### src/verilog/ebt_consts.svh
`ifndef EBT_CONSTS_SVH
`define EBT_CONSTS_SVH
`define EBT_OFS_BANK0 16'h5000
`define EBT_OFS_BANK1 16'h5004
`define EBT_OFS_BANK2 16'h5008
`define EBT_OFS_CTRL 16'h500C
`define EBT_OFS_STAT 16'h5010
`define EBT_LAST_HI 29
`define EBT_LAST_LO 22
`define EBT_BASE_HI 19
`define EBT_BASE_LO 12
`define EBT_ACT_HI 11
`define EBT_ACT_LO 9
`define EBT_HOLD_HI 8
`define EBT_HOLD_LO 6
`define EBT_TM_HI 2
`define EBT_TM_LO 0
`define EBT_LOW_FILL 16'hFFFF
`define EBT_LOW_ZERO 16'h0000
`define EBT_TM_EXTRA 3'h3
`define EBT_HTRANS_NONSEQ 2'h2
`define EBT_HTRANS_SEQ 2'h3
`define EBT_HRESP_OKAY 1'h0
`define EBT_CNT_ONE 12'h001
`define EBT_CFG_RESET 22'h00_0000
`endif

### src/verilog/ebt_pkg.sv
package ebt_pkg;
  typedef enum logic [2:0] {
    EBT_IDLE = 3'h1,
    EBT_STROBE = 3'h2,
    EBT_HOLD = 3'h4
  } ebt_state_type;
  typedef struct packed {
    logic [7:0] last_ptr;
    logic [7:0] base_ptr;
    logic [2:0] act_time;
    logic [2:0] hold_time;
  } ebt_bank_cfg_type;
  typedef struct packed {
    logic write;
    logic [1:0] byte_en;
    logic [23:0] addr;
    logic [15:0] wdata;
  } ebt_req_type;
endpackage
### src/verilog/ebt_io_bank_ctrl.sv
`timescale 1ns/10ps
`include "ebt_consts.svh"
module ebt_io_bank_ctrl #(
  parameter int NUM_BANKS = 3,
  parameter int CNT_W = 12
) (
  // Clock and reset
  input wire logic core_clk_in,
  input wire logic rst_in,
  // AHB-Lite slave
  input wire logic hsel_in,
  input wire logic [31:0] haddr_in,
  input wire logic [1:0] htrans_in,
  input wire logic hwrite_in,
  input wire logic [2:0] hsize_in,
  input wire logic [31:0] hwdata_in,
  input wire logic hready_in,
  output logic hreadyout_out,
  output logic hresp_out,
  output logic [31:0] hrdata_out,
  // Access request from the system side
  input wire logic req_valid_in,
  input wire ebt_pkg::ebt_req_type req_in,
  output logic req_ready_out,
  output logic resp_valid_out,
  output logic resp_miss_out,
  output logic [15:0] resp_rdata_out,
  // External bus pins
  input wire logic ext_wait_n_in,
  input wire logic [15:0] ext_data_in,
  output logic [15:0] ext_data_out,
  output logic ext_data_oe_out,
  output logic [23:0] ext_addr_out,
  output logic [NUM_BANKS-1:0] ext_chip_select_n_out,
  output logic output_enable_n_out,
  output logic [1:0] write_byte_enable_n_out
);

  // Cycle count for a timing code under a given multiplier
  function automatic logic [CNT_W-1:0] code_cycles(
    input logic [2:0] code,
    input logic [2:0] mult
  );
    logic [CNT_W-1:0] wide_code;
    wide_code = CNT_W'(code);
    if (mult == 3'h0) begin
      code_cycles = wide_code + `EBT_CNT_ONE;
    end else begin
      // Shift amount widened so multipliers above four do not wrap
      code_cycles = CNT_W'((wide_code << mult)
        + (`EBT_CNT_ONE << (4'(mult) + 4'(`EBT_TM_EXTRA))));
    end
  endfunction

  // Register file view of one bank
  function automatic logic [31:0] bank_word(
    input ebt_pkg::ebt_bank_cfg_type cfg
  );
    bank_word = 32'h0000_0000;
    bank_word[`EBT_LAST_HI:`EBT_LAST_LO] = cfg.last_ptr;
    bank_word[`EBT_BASE_HI:`EBT_BASE_LO] = cfg.base_ptr;
    bank_word[`EBT_ACT_HI:`EBT_ACT_LO] = cfg.act_time;
    bank_word[`EBT_HOLD_HI:`EBT_HOLD_LO] = cfg.hold_time;
  endfunction

  ebt_pkg::ebt_bank_cfg_type bank_cfg [NUM_BANKS];
  ebt_pkg::ebt_state_type state;
  ebt_pkg::ebt_state_type next_state;
  ebt_pkg::ebt_req_type cur_req;
  logic [2:0] timing_multiplier;
  logic [2:0] mult_active;
  logic [CNT_W-1:0] cnt;
  logic [CNT_W-1:0] next_cnt;
  logic [NUM_BANKS-1:0] cur_sel;
  logic wait_meta;
  logic ext_wait_n;
  logic [15:0] data_meta;
  logic [15:0] data_sync;
  logic last_miss;
  logic [31:0] access_count;

  // AHB address-phase capture
  logic dp_write;
  logic dp_read;
  logic rd_wait;
  logic [15:0] dp_addr;
  wire addr_phase = hsel_in && hready_in
    && (htrans_in == `EBT_HTRANS_NONSEQ || htrans_in == `EBT_HTRANS_SEQ);

  always_ff @(posedge core_clk_in or posedge rst_in) begin
    if (rst_in) begin
      dp_write <= 1'b0;
      dp_read <= 1'b0;
      dp_addr <= 16'h0000;
    end else if (hready_in || !hreadyout_out) begin
      dp_write <= addr_phase && hwrite_in;
      dp_read <= addr_phase && !hwrite_in;
      dp_addr <= addr_phase ? haddr_in[15:0] : dp_addr;
    end
  end

  // Reads take one wait state so hrdata comes from a flop and sees the
  // effect of a write in the previous data phase.
  always_ff @(posedge core_clk_in or posedge rst_in) begin
    if (rst_in) begin
      rd_wait <= 1'b0;
    end else begin
      rd_wait <= dp_read && !rd_wait;
    end
  end

  assign hreadyout_out = !(dp_read && !rd_wait);
  assign hresp_out = `EBT_HRESP_OKAY;

  wire wr_bank0 = dp_write && dp_addr == `EBT_OFS_BANK0;
  wire wr_bank1 = dp_write && dp_addr == `EBT_OFS_BANK1;
  wire wr_bank2 = dp_write && dp_addr == `EBT_OFS_BANK2;
  wire wr_ctrl = dp_write && dp_addr == `EBT_OFS_CTRL;
  wire [NUM_BANKS-1:0] wr_bank = {wr_bank2, wr_bank1, wr_bank0};

  // Each bank register only touches its own configuration
  genvar gi;
  generate
    for (gi = 0; gi < NUM_BANKS; gi++) begin : g_bank_reg
      always_ff @(posedge core_clk_in or posedge rst_in) begin
        if (rst_in) begin
          bank_cfg[gi] <= `EBT_CFG_RESET;
        end else if (wr_bank[gi]) begin
          bank_cfg[gi].last_ptr <= hwdata_in[`EBT_LAST_HI:`EBT_LAST_LO];
          bank_cfg[gi].base_ptr <= hwdata_in[`EBT_BASE_HI:`EBT_BASE_LO];
          bank_cfg[gi].act_time <= hwdata_in[`EBT_ACT_HI:`EBT_ACT_LO];
          bank_cfg[gi].hold_time <= hwdata_in[`EBT_HOLD_HI:`EBT_HOLD_LO];
        end
      end
    end
  endgenerate

  always_ff @(posedge core_clk_in or posedge rst_in) begin
    if (rst_in) begin
      timing_multiplier <= 3'h0;
    end else if (wr_ctrl) begin
      timing_multiplier <= hwdata_in[`EBT_TM_HI:`EBT_TM_LO];
    end
  end

  wire busy = state != ebt_pkg::EBT_IDLE;
  wire [31:0] stat_word = {access_count[23:0], 3'h0, last_miss, cur_sel, busy};
  wire [31:0] ctrl_word = {29'h0000_0000, timing_multiplier};
  wire [31:0] rd_mux =
    (dp_addr == `EBT_OFS_BANK0) ? bank_word(bank_cfg[0]) :
    (dp_addr == `EBT_OFS_BANK1) ? bank_word(bank_cfg[1]) :
    (dp_addr == `EBT_OFS_BANK2) ? bank_word(bank_cfg[2]) :
    (dp_addr == `EBT_OFS_CTRL) ? ctrl_word :
    (dp_addr == `EBT_OFS_STAT) ? stat_word : 32'h0000_0000;

  always_ff @(posedge core_clk_in or posedge rst_in) begin
    if (rst_in) begin
      hrdata_out <= 32'h0000_0000;
    end else if (dp_read && !rd_wait) begin
      hrdata_out <= rd_mux;
    end
  end

  // Two-flop synchronisers for the pins
  always_ff @(posedge core_clk_in or posedge rst_in) begin
    if (rst_in) begin
      wait_meta <= 1'b1;
      ext_wait_n <= 1'b1;
      data_meta <= 16'h0000;
      data_sync <= 16'h0000;
    end else begin
      wait_meta <= ext_wait_n_in;
      ext_wait_n <= wait_meta;
      data_meta <= ext_data_in;
      data_sync <= data_meta;
    end
  end

  // Address window decode, lowest bank wins on overlap
  logic [NUM_BANKS-1:0] hit;
  logic [NUM_BANKS-1:0] hit_oh;
  generate
    for (gi = 0; gi < NUM_BANKS; gi++) begin : g_decode
      wire [23:0] start_addr = {bank_cfg[gi].base_ptr, `EBT_LOW_ZERO};
      wire [23:0] end_addr = {bank_cfg[gi].last_ptr, `EBT_LOW_FILL};
      assign hit[gi] = req_in.addr >= start_addr && req_in.addr <= end_addr;
      if (gi == 0) begin : g_first
        assign hit_oh[gi] = hit[gi];
      end else begin : g_rest
        assign hit_oh[gi] = hit[gi] && !(|hit[gi-1:0]);
      end
    end
  endgenerate

  wire [2:0] sel_act = hit_oh[0] ? bank_cfg[0].act_time :
    hit_oh[1] ? bank_cfg[1].act_time : bank_cfg[2].act_time;
  logic [2:0] cur_hold;
  assign req_ready_out = state == ebt_pkg::EBT_IDLE;
  wire take = req_valid_in && req_ready_out;
  wire start = take && (|hit);
  wire last_cycle = cnt == `EBT_CNT_ONE;

  always_comb begin
    next_state = state;
    next_cnt = cnt;
    case (state)
      ebt_pkg::EBT_IDLE: begin
        if (start) begin
          next_state = ebt_pkg::EBT_STROBE;
          next_cnt = code_cycles(sel_act, timing_multiplier);
        end
      end
      ebt_pkg::EBT_STROBE: begin
        if (!last_cycle) begin
          next_cnt = cnt - `EBT_CNT_ONE;
        end else if (ext_wait_n) begin
          next_state = ebt_pkg::EBT_HOLD;
          next_cnt = code_cycles(cur_hold, mult_active);
        end
      end
      ebt_pkg::EBT_HOLD: begin
        if (last_cycle) begin
          next_state = ebt_pkg::EBT_IDLE;
        end else begin
          next_cnt = cnt - `EBT_CNT_ONE;
        end
      end
      default: begin
        next_state = ebt_pkg::EBT_IDLE;
      end
    endcase
  end

  always_ff @(posedge core_clk_in or posedge rst_in) begin
    if (rst_in) begin
      state <= ebt_pkg::EBT_IDLE;
      cnt <= `EBT_CNT_ONE;
    end else begin
      state <= next_state;
      cnt <= next_cnt;
    end
  end

  // Access context, multiplier frozen for the whole access
  always_ff @(posedge core_clk_in or posedge rst_in) begin
    if (rst_in) begin
      cur_req <= '0;
      cur_sel <= '0;
      cur_hold <= 3'h0;
      mult_active <= 3'h0;
    end else if (start) begin
      cur_req <= req_in;
      cur_sel <= hit_oh;
      cur_hold <= hit_oh[0] ? bank_cfg[0].hold_time :
        hit_oh[1] ? bank_cfg[1].hold_time : bank_cfg[2].hold_time;
      mult_active <= timing_multiplier;
    end
  end

  // Pin outputs from flops, set from the next state
  wire nx_strobe = next_state == ebt_pkg::EBT_STROBE;
  wire nx_active = next_state != ebt_pkg::EBT_IDLE;
  wire nx_write = start ? req_in.write : cur_req.write;
  wire [NUM_BANKS-1:0] nx_sel = start ? hit_oh : cur_sel;
  wire [1:0] nx_be = start ? req_in.byte_en : cur_req.byte_en;

  always_ff @(posedge core_clk_in or posedge rst_in) begin
    if (rst_in) begin
      ext_chip_select_n_out <= '1;
      output_enable_n_out <= 1'b1;
      write_byte_enable_n_out <= 2'h3;
      ext_data_oe_out <= 1'b0;
    end else begin
      ext_chip_select_n_out <= nx_active ? ~nx_sel : '1;
      output_enable_n_out <= !(nx_strobe && !nx_write);
      write_byte_enable_n_out <= (nx_strobe && nx_write) ? ~nx_be : 2'h3;
      ext_data_oe_out <= nx_active && nx_write;
    end
  end

  always_ff @(posedge core_clk_in or posedge rst_in) begin
    if (rst_in) begin
      ext_addr_out <= 24'h00_0000;
      ext_data_out <= 16'h0000;
    end else if (start) begin
      ext_addr_out <= req_in.addr;
      ext_data_out <= req_in.wdata;
    end
  end

  // Read data is taken as the strobe ends; the sync delay means the
  // device must present data two clocks before the strobe closes.
  wire strobe_end = state == ebt_pkg::EBT_STROBE && next_state == ebt_pkg::EBT_HOLD;
  wire hold_end = state == ebt_pkg::EBT_HOLD && next_state == ebt_pkg::EBT_IDLE;
  wire miss = take && !(|hit);

  always_ff @(posedge core_clk_in or posedge rst_in) begin
    if (rst_in) begin
      resp_rdata_out <= 16'h0000;
    end else if (strobe_end && !cur_req.write) begin
      resp_rdata_out <= data_sync;
    end
  end

  always_ff @(posedge core_clk_in or posedge rst_in) begin
    if (rst_in) begin
      resp_valid_out <= 1'b0;
      resp_miss_out <= 1'b0;
      last_miss <= 1'b0;
      access_count <= 32'h0000_0000;
    end else begin
      resp_valid_out <= hold_end || miss;
      resp_miss_out <= miss;
      last_miss <= miss ? 1'b1 : (start ? 1'b0 : last_miss);
      access_count <= access_count + (hold_end ? 32'h0000_0001 : 32'h0000_0000);
    end
  end

endmodule // ebt_io_bank_ctrl

### config.mk
export PLATFORM = sky130hd
export DESIGN_NAME = ebt_io_bank_ctrl
export DESIGN_NICKNAME = d
export VERILOG_FILES = /design/src/verilog/ebt_pkg.sv /design/src/verilog/ebt_io_bank_ctrl.sv
export VERILOG_INCLUDE_DIRS = /design/src /design/src/verilog
export SDC_FILE = /design/constraint.sdc
export NUM_CORES = 1
export LEC_CHECK = 0
export ABC_AREA = 1
export BUFFER_PORTS_ARGS = -buffer_cell sky130_fd_sc_hd__clkbuf_2
export CELL_PAD_IN_SITES_DETAIL_PLACEMENT = 1
export CELL_PAD_IN_SITES_GLOBAL_PLACEMENT = 2
export CORE_MARGIN = 3
export CORE_UTILIZATION = 34
export DETAILED_ROUTE_END_ITERATION = 10
export GPL_TIMING_DRIVEN = 0
export PLACE_DENSITY_LB_ADDON = 0.1
export RECOVER_POWER = 100
export SYNTH_ARGS = -nofsm -noshare
export SYNTH_HDL_FRONTEND = slang
export SYNTH_SLANG_ARGS = --single-unit
### constraint.sdc
create_clock -name core_clk_in -period 9 [get_ports core_clk_in]
set_input_delay 0.9 -clock core_clk_in [delete_from_list [all_inputs] [get_ports core_clk_in]]
set_output_delay 0.9 -clock core_clk_in [all_outputs]
set_load 0.03 [all_outputs]
---- Word level (Yosys, flattened, before mapping) ----
Index checks and enable logic that the tools add are counted.
storage, ports and cells
  flip-flop bits (word level) ............. 279
  input bits .............................. 135
  output and inout port bits .............. 100
  logic and storage cells ................. 151
operators by class
  add/subtract/negate cells ............... 8
  $lt $le $gt $ge ......................... 6
  equality and inequality tests ........... 19
  shift-type cells ........................ 4
  multiplexer cells ....................... 29
  bitwise gates (word level) .............. 2
  reduce and logical (&&, ||, !) cells .... 43
operator list
  kind                   number
  $mux 32                5
  $eq 16x15->1 const B   5
  $ge 24x24->1           3
  $le 24x24->1           3
  $mux 12                6
  $pmux 12 s3            1
  $add 32x1->32          1
  $mux 3                 10
  $add 12x12->12         2
  $shl 1x4->12 const A   2
  $shl 3x3->12           2
  $logic_and 1x1->1      23
  $eq 12x1->1 const B    1
  $sub 12x1->12 const B  1
  $logic_not 1->1        9
  $pmux 3 s3             1
  $add 3x1->4 const B    2
  $add 3x2->4 const B    2
  $eq 3x1->1 const B     2
  $eq 3x2->1 const B     2
  $eq 3x3->1 const B     2
  $logic_not 3->1        2
  $ne 3x1->1 const B     2
  $eq 2x2->1 const B     2
  other kinds (14)       20

---- Depth between registers and ports, before layout ----
  word-level depth ........................ 11
  mapped depth ............................ 30
  mapped depth without buffers ............ 30

---- Worst setup path after synthesis ----
No wires, ideal clock.
  path type ............................... input -> register
  start ................................... input req_in[39] (netlist name)
  end ..................................... register cnt[9]
  library setup time ...................... 0.119 ns
  arrival time ............................ 3.615 ns
  data required time ...................... 8.881 ns
  path slack .............................. 5.266 ns
  stages on the path ...................... 25
  buffers on the path ..................... 0
  path through ............................ ha_1 nand2_1 nor2_1 nand2_1 nor2_1 nand2_1 nand2_2 nand2_4 inv_1 nand2_1 nand3_1 inv_1 nand2_1 nand2_1 nand2_1 o21ai_0 ha_1 a21oi_1 o211ai_1 a21oi_1 or2_2 nand3_1 nand3_1 nor2_1 nor2_1
between the ends
  longest elaborated chain between the ends .. 11
  elaborated cells between the ends (all ways) .. 22
  those cells by class .................... add/sub: 1; order compare: 6; eq/ne: 1; shift: 1; mux: 5; reduce/logical: 8
ends and longest elaborated chain
  element                                       RTL line                 RTL
  from (decl)                                   ebt_io_bank_ctrl.sv:23   input wire ebt_pkg::ebt_req_type req_in,
  $ge 24x24->1 or $le 24x24->1 (tied branches)  ebt_io_bank_ctrl.sv:186  assign hit[gi] = req_in.addr >= start_addr && req_in.addr <= end_addr;
  $logic_and 1x1->1                             ebt_io_bank_ctrl.sv:186
  $logic_not 1->1                               ebt_io_bank_ctrl.sv:190  assign hit_oh[gi] = hit[gi] && !(|hit[gi-1:0]);
  $logic_and 1x1->1                             ebt_io_bank_ctrl.sv:190
  $mux 3                                        ebt_io_bank_ctrl.sv:196  hit_oh[1] ? bank_cfg[1].act_time : bank_cfg[2].act_time;
  $mux 3                                        ebt_io_bank_ctrl.sv:195  wire [2:0] sel_act = hit_oh[0] ? bank_cfg[0].act_time :
  $shl 3x3->12                                  ebt_io_bank_ctrl.sv:50   code_cycles = CNT_W'((wide_code << mult)
  $add 12x12->12                                ebt_io_bank_ctrl.sv:50
  $mux 12                                       ebt_io_bank_ctrl.sv:46   if (mult == 3'h0) begin
  $mux 12                                       ebt_io_bank_ctrl.sv:208  if (start) begin
  $pmux 12 s3                                   ebt_io_bank_ctrl.sv:206  case (state)
  to (signal assigned)                          ebt_io_bank_ctrl.sv:237  cnt <= `EBT_CNT_ONE;
  to (signal assigned)                          ebt_io_bank_ctrl.sv:240  cnt <= next_cnt;
  to (decl)                                     ebt_io_bank_ctrl.sv:72   logic [CNT_W-1:0] cnt;
Parallel ways exist; a longest one is shown, timed or not. The select of a mux whose other input is x is not followed.
A chain may end at the register's enable or synchronous reset.

==> results_tabular.tex <==
\begin{tabular}{lr}
\hline
Metric & Value \\
\hline
\multicolumn{2}{l}{\textbf{GRT}} \\
\quad Busiest grt layer & met2 \\
\quad Overall routing resource usage & 20.8\% \\
\quad Met3 capacity usage during global routing & 3.65\% \\
\quad Met2 GRT Util & 33.1\% \\
\quad Via count of the first global-routing pass & 12600 \\
\quad Antenna violations before repair & 0 \\
\quad Overflow after GRT & 0 \\
\quad Wire length of the first global-routing pass & 71.8 mm \\
\quad M1 GR Usage & 29.9\% \\
\quad Pin count of the biggest net entering global routing & 119 \\
\multicolumn{2}{l}{\textbf{Setup path}} \\
\quad Worst setup path category & in -> async \\
\quad Critical path required time & 8.98 ns \\
\quad Max incr delay on CP & 2.02 ns \\
\quad Crit path max-delay family & buffers and inverters \\
\quad Most Frequent Cell on Critical Path & clkbuf\_2 \\
\quad CP max stage cell & clkinvlp\_2 \\
\quad Crit path cell chain & clkbuf\_2 > clkinvlp\_2 > buf\_16 > clkbuf\_2 \\
\quad Crit path max fanout & 118 \\
\quad Count of buffer and inverter cells on the critical path & 4 \\
\quad Critical Path AT & 5.65 ns \\
\quad FF-to-FF path depth & 15 \\
\quad Critical path endpoint category & asynchronous set/reset pin \\
\quad Stages on the worst setup path & 4 \\
\quad Startpoint kind of the worst setup timing path & input port \\
\multicolumn{2}{l}{\textbf{Synthesis}} \\
\quad Syn Std Cell Area & 14000 um2 \\
\quad Sequential-to-total area share from yosys stat & 48.2\% \\
\quad Post-Syn Area per Cell & 8.32 um2 \\
\quad Count of unique library cells instantiated by Yosys & 51 \\
\quad Yosys warning count & 0 \\
\quad Yosys reg bits & 270 \\
\quad Number of instances in the synthesized netlist & 1688 \\
\quad Most common flop cell mapped by yosys & dfrtp\_1 \\
\quad Fraction of registers with async set/reset & 100\% \\
\quad Number of flops mapped to enable cells by yosys & 0 \\
\multicolumn{2}{l}{\textbf{Min path}} \\
\quad Hold-critical path depth & 0 \\
\quad HP Class & reg -> reg \\
\multicolumn{2}{l}{\textbf{Detailed routing}} \\
\quad Total wirelength of the detailed-routed design & 45.2 mm \\
\quad First-pass detailed-route iteration total & 4 \\
\quad Post-detailed-route DRC marker count & 0 \\
\quad Violation count after the first detailed-route iteration & 529 \\
\quad Vias & 11800 \\
\quad Antenna Nets Post-Route & 0 \\
\quad Detailed-route wire length per cell & 18.2 um \\
\quad Via density per instance & 4.76 \\
\multicolumn{2}{l}{\textbf{Die}} \\
\quad DIE WIDTH & 209 um \\
\quad Die Ht & 209 um \\
\quad Boundary Pins & 235 \\
\quad Num rows & 73 \\
\quad Area of the core region & 40300 um2 \\
\quad Starting utilization of the core area & 34.9\% \\
\quad Die Outline Area & 43800 um2 \\
\multicolumn{2}{l}{\textbf{Layout}} \\
\quad Leading cell types in the layout, fill and taps excluded & nand2\_1 (487), dfrtp\_1 (260), inv\_1 (196) \\
\quad Number of nets in the layout & 2149 \\
\quad Fraction of final layout cells with drive strength greater than 1 & 10.7\% \\
\quad Total of fill cells in the finished design & 4954 \\
\quad Most common library cell in the layout ignoring fill and taps & nand2\_1 \\
\quad Post-Layout Inst Area & 16600 um2 \\
\quad Layout-stage area growth over the synthesis result & 18.4\% \\
\multicolumn{2}{l}{\textbf{CTS}} \\
\quad Clock transition at the register clock pins on the worst setup and hold paths after CTS & 0.06 ns \\
\quad Maximum clock insertion buffer count & 3 \\
\quad TritonCTS clock tree & done \\
\quad Post-cts repair resize count & 0 \\
\quad CTS H-tree lvls & 2 \\
\quad Hold buffer count at cts & 0 \\
\quad Insertion delay to the later sink of the worst-skew pair & 0.54 ns \\
\quad Root Driver & clkbuf\_16 \\
\quad Post-CTS setup buffer count & 0 \\
\quad TritonCTS Sinks & 270 \\
\quad Clock buffers created by TritonCTS & 35 \\
\multicolumn{2}{l}{\textbf{Timing}} \\
\quad Worst clock skew & 0.0175 ns \\
\quad Worst-case headroom to the max-slew limit & -144\% \\
\quad Slew @ Worst Pin & 3.63 ns \\
\quad Final period util & 63.1\% \\
\quad Endpoints failing hold & 0 \\
\quad RSZ-0062 raised after global routing & no \\
\quad Number of slew-limit violations in the final report & 198 \\
\quad Minimum clock period after layout & 5.68 ns \\
\quad Setup violation total in the final timing report & 0 \\
\quad Setup TNS Final & 0 ns \\
\quad Peak Freq & 176 MHz \\
\multicolumn{2}{l}{\textbf{Place}} \\
\quad Port Buffers & 205 \\
\quad Final weighted congestion in routability-driven placement & 0.859 \\
\quad Post-detailed-placement cell area & 15800 um2 \\
\quad Half-perimeter wire length after placement & 35.6 mm \\
\multicolumn{2}{l}{\textbf{Power}} \\
\quad Highest ir drop seen on vdd & 144 uV \\
\quad Leakage power & 8.96 nW \\
\quad Power Density & 186 nW/um2 \\
\quad Overall power consumption & 3.10 mW \\
\multicolumn{2}{l}{\textbf{Flow run}} \\
\quad Number of max-cap violations & 2 \\
\multicolumn{2}{l}{\textbf{Outcome}} \\
\quad Violated checks & capacitance limit, slew limit \\
\quad Outcome & finished with violations \\
\hline
\end{tabular}
[cell usage after synthesis, types with 2 or more instances]
master / instances / area (um2)
a21o_1: 5 / 37.5
buf_4: 2 / 15.0
o21ai_0: 139 / 696
a21oi_1: 87 / 435
xor2_1: 31 / 272
nor2_1: 124 / 465
nand2_1: 481 / 1810
xnor2_1: 3 / 26.3
dfstp_2: 10 / 263
or2_2: 8 / 50.1
o21a_1: 8 / 60.1
clkinv_1: 2 / 7.51
nand2_4: 7 / 78.8
buf_2: 9 / 45.0
o221ai_1: 2 / 17.5
a31oi_1: 4 / 25.0
o211ai_1: 3 / 22.5
nand3_2: 2 / 20.0
inv_2: 2 / 7.51
dfrtp_1: 260 / 6510
nor3_2: 5 / 50.1
ha_1: 76 / 951
o21ai_1: 6 / 30.0
mux2_1: 10 / 113
buf_6: 7 / 78.8
nor3_1: 18 / 90.1
o31ai_1: 4 / 30.0
nand4_1: 12 / 75.1
inv_1: 196 / 736
buf_1: 2 / 7.51
mux2_2: 22 / 248
nand3b_1: 4 / 30.0
nand2_2: 2 / 12.5
nand3_1: 67 / 335
o22ai_1: 16 / 100
conb_1: 2 / 7.51
clkbuf_1: 33 / 124
nor2_2: 3 / 18.8
fa_1: 2 / 40.0
[worst reg2reg max path, cell delays in order (launching register included)]
cell and delay, ns:
dfstp_2 0.38, nor3_1 0.70, inv_1 0.13, clkbuf_1 0.30, nor2_1 0.25, ha_1 0.22, ha_1 0.21, nand3_1 0.13
nor3_1 0.31, nand2_1 0.14, nor3_1 0.29, nand3_1 0.23, nor4_1 0.49, nand2_1 0.19, nor2_1 0.16, xor2_1 0.15
[metal layers]
metal	vias up	wire length, um
met3	51	1700
met4	0	784
met5	-	0
met1	5672	22200
met2	179	20400
li1	5920	-
[final timing paths]
kind | startpoint | endpoint | slack, ns
max in group core_clk_in | req_in[39] | ext_chip_select_n_out[1] | 4.33
worst min-delay path | data_meta[6] | data_sync[6] | 0.34
worst max-delay path | rst_in | hrdata_out[13] | 3.32
worst max register to register | state[0] | access_count[22] | 4.69
worst min register to register | data_meta[6] | data_sync[6] | 0.34
min in group asynchronous | rst_in | ext_addr_out[8] | 1.41
[layout make-up]
cell class | instances | area (um2) | area share [%]
Antenna cell | 1 | 2.50 | 0.0150
Buffer | 53 | 216 | 1.30
Clock buffer | 47 | 992 | 5.97
Clock inverter | 12 | 135 | 0.813
Inverter | 201 | 757 | 4.55
Multi-Input combinational cell | 1168 | 6170 | 37.1
Sequential cell | 270 | 6770 | 40.7
Tap cell | 525 | 657 | 3.95
Timing Repair Buffer | 207 | 930 | 5.59
[cells by family (layout without fill, tap and decap cells)]
| kind of cell | count (synthesis) | count (layout) | synth area share [%] |
|---|---|---|---|
| AND/OR/NAND/NOR | 737 | 737 | 21.9 |
| multiplexers | 33 | 33 | 2.64 |
| adder cells (fa/ha/maj) | 78 | 78 | 7.06 |
| AO/OA/AOI/OAI | 280 | 280 | 10.7 |
| other | 2 | 7 | 0.0535 |
| buffers and inverters | 254 | 520 | 7.30 |
| XOR/XNOR | 34 | 34 | 2.12 |
| flip-flops | 270 | 270 | 48.2 |
[where the power goes]
part / switching, mW / internal (mW)
sequential: 0.0399 / 1.28
combinational: 0.277 / 0.125
clock: 0.543 / 0.832
total: 0.860 / 2.24
[registers in the layout (all words and copies together) (netlist names), 12 cells and up]
register	count
cnt	12
data_meta	16
ext_addr_out	24
dp_addr	16
ext_data_out	16
data_sync	16
resp_rdata_out	16
bank_cfg	66
hrdata_out	31
access_count	24
[metrics by stage]
stage                     util, %  hold slack (ns)  setup WS (ns)  cells
after global routing         41.3            0.353           2.28   2483
after detailed placement     39.2            0.336           4.17   2424
after floorplan                 -            0.331          0.678   1692
final                        41.3            0.343           3.32   2484
after global placement       39.1            0.331          -2.82   2422
after CTS                    42.0            0.338           4.72   2483
(Power assumes the default switching activity.)
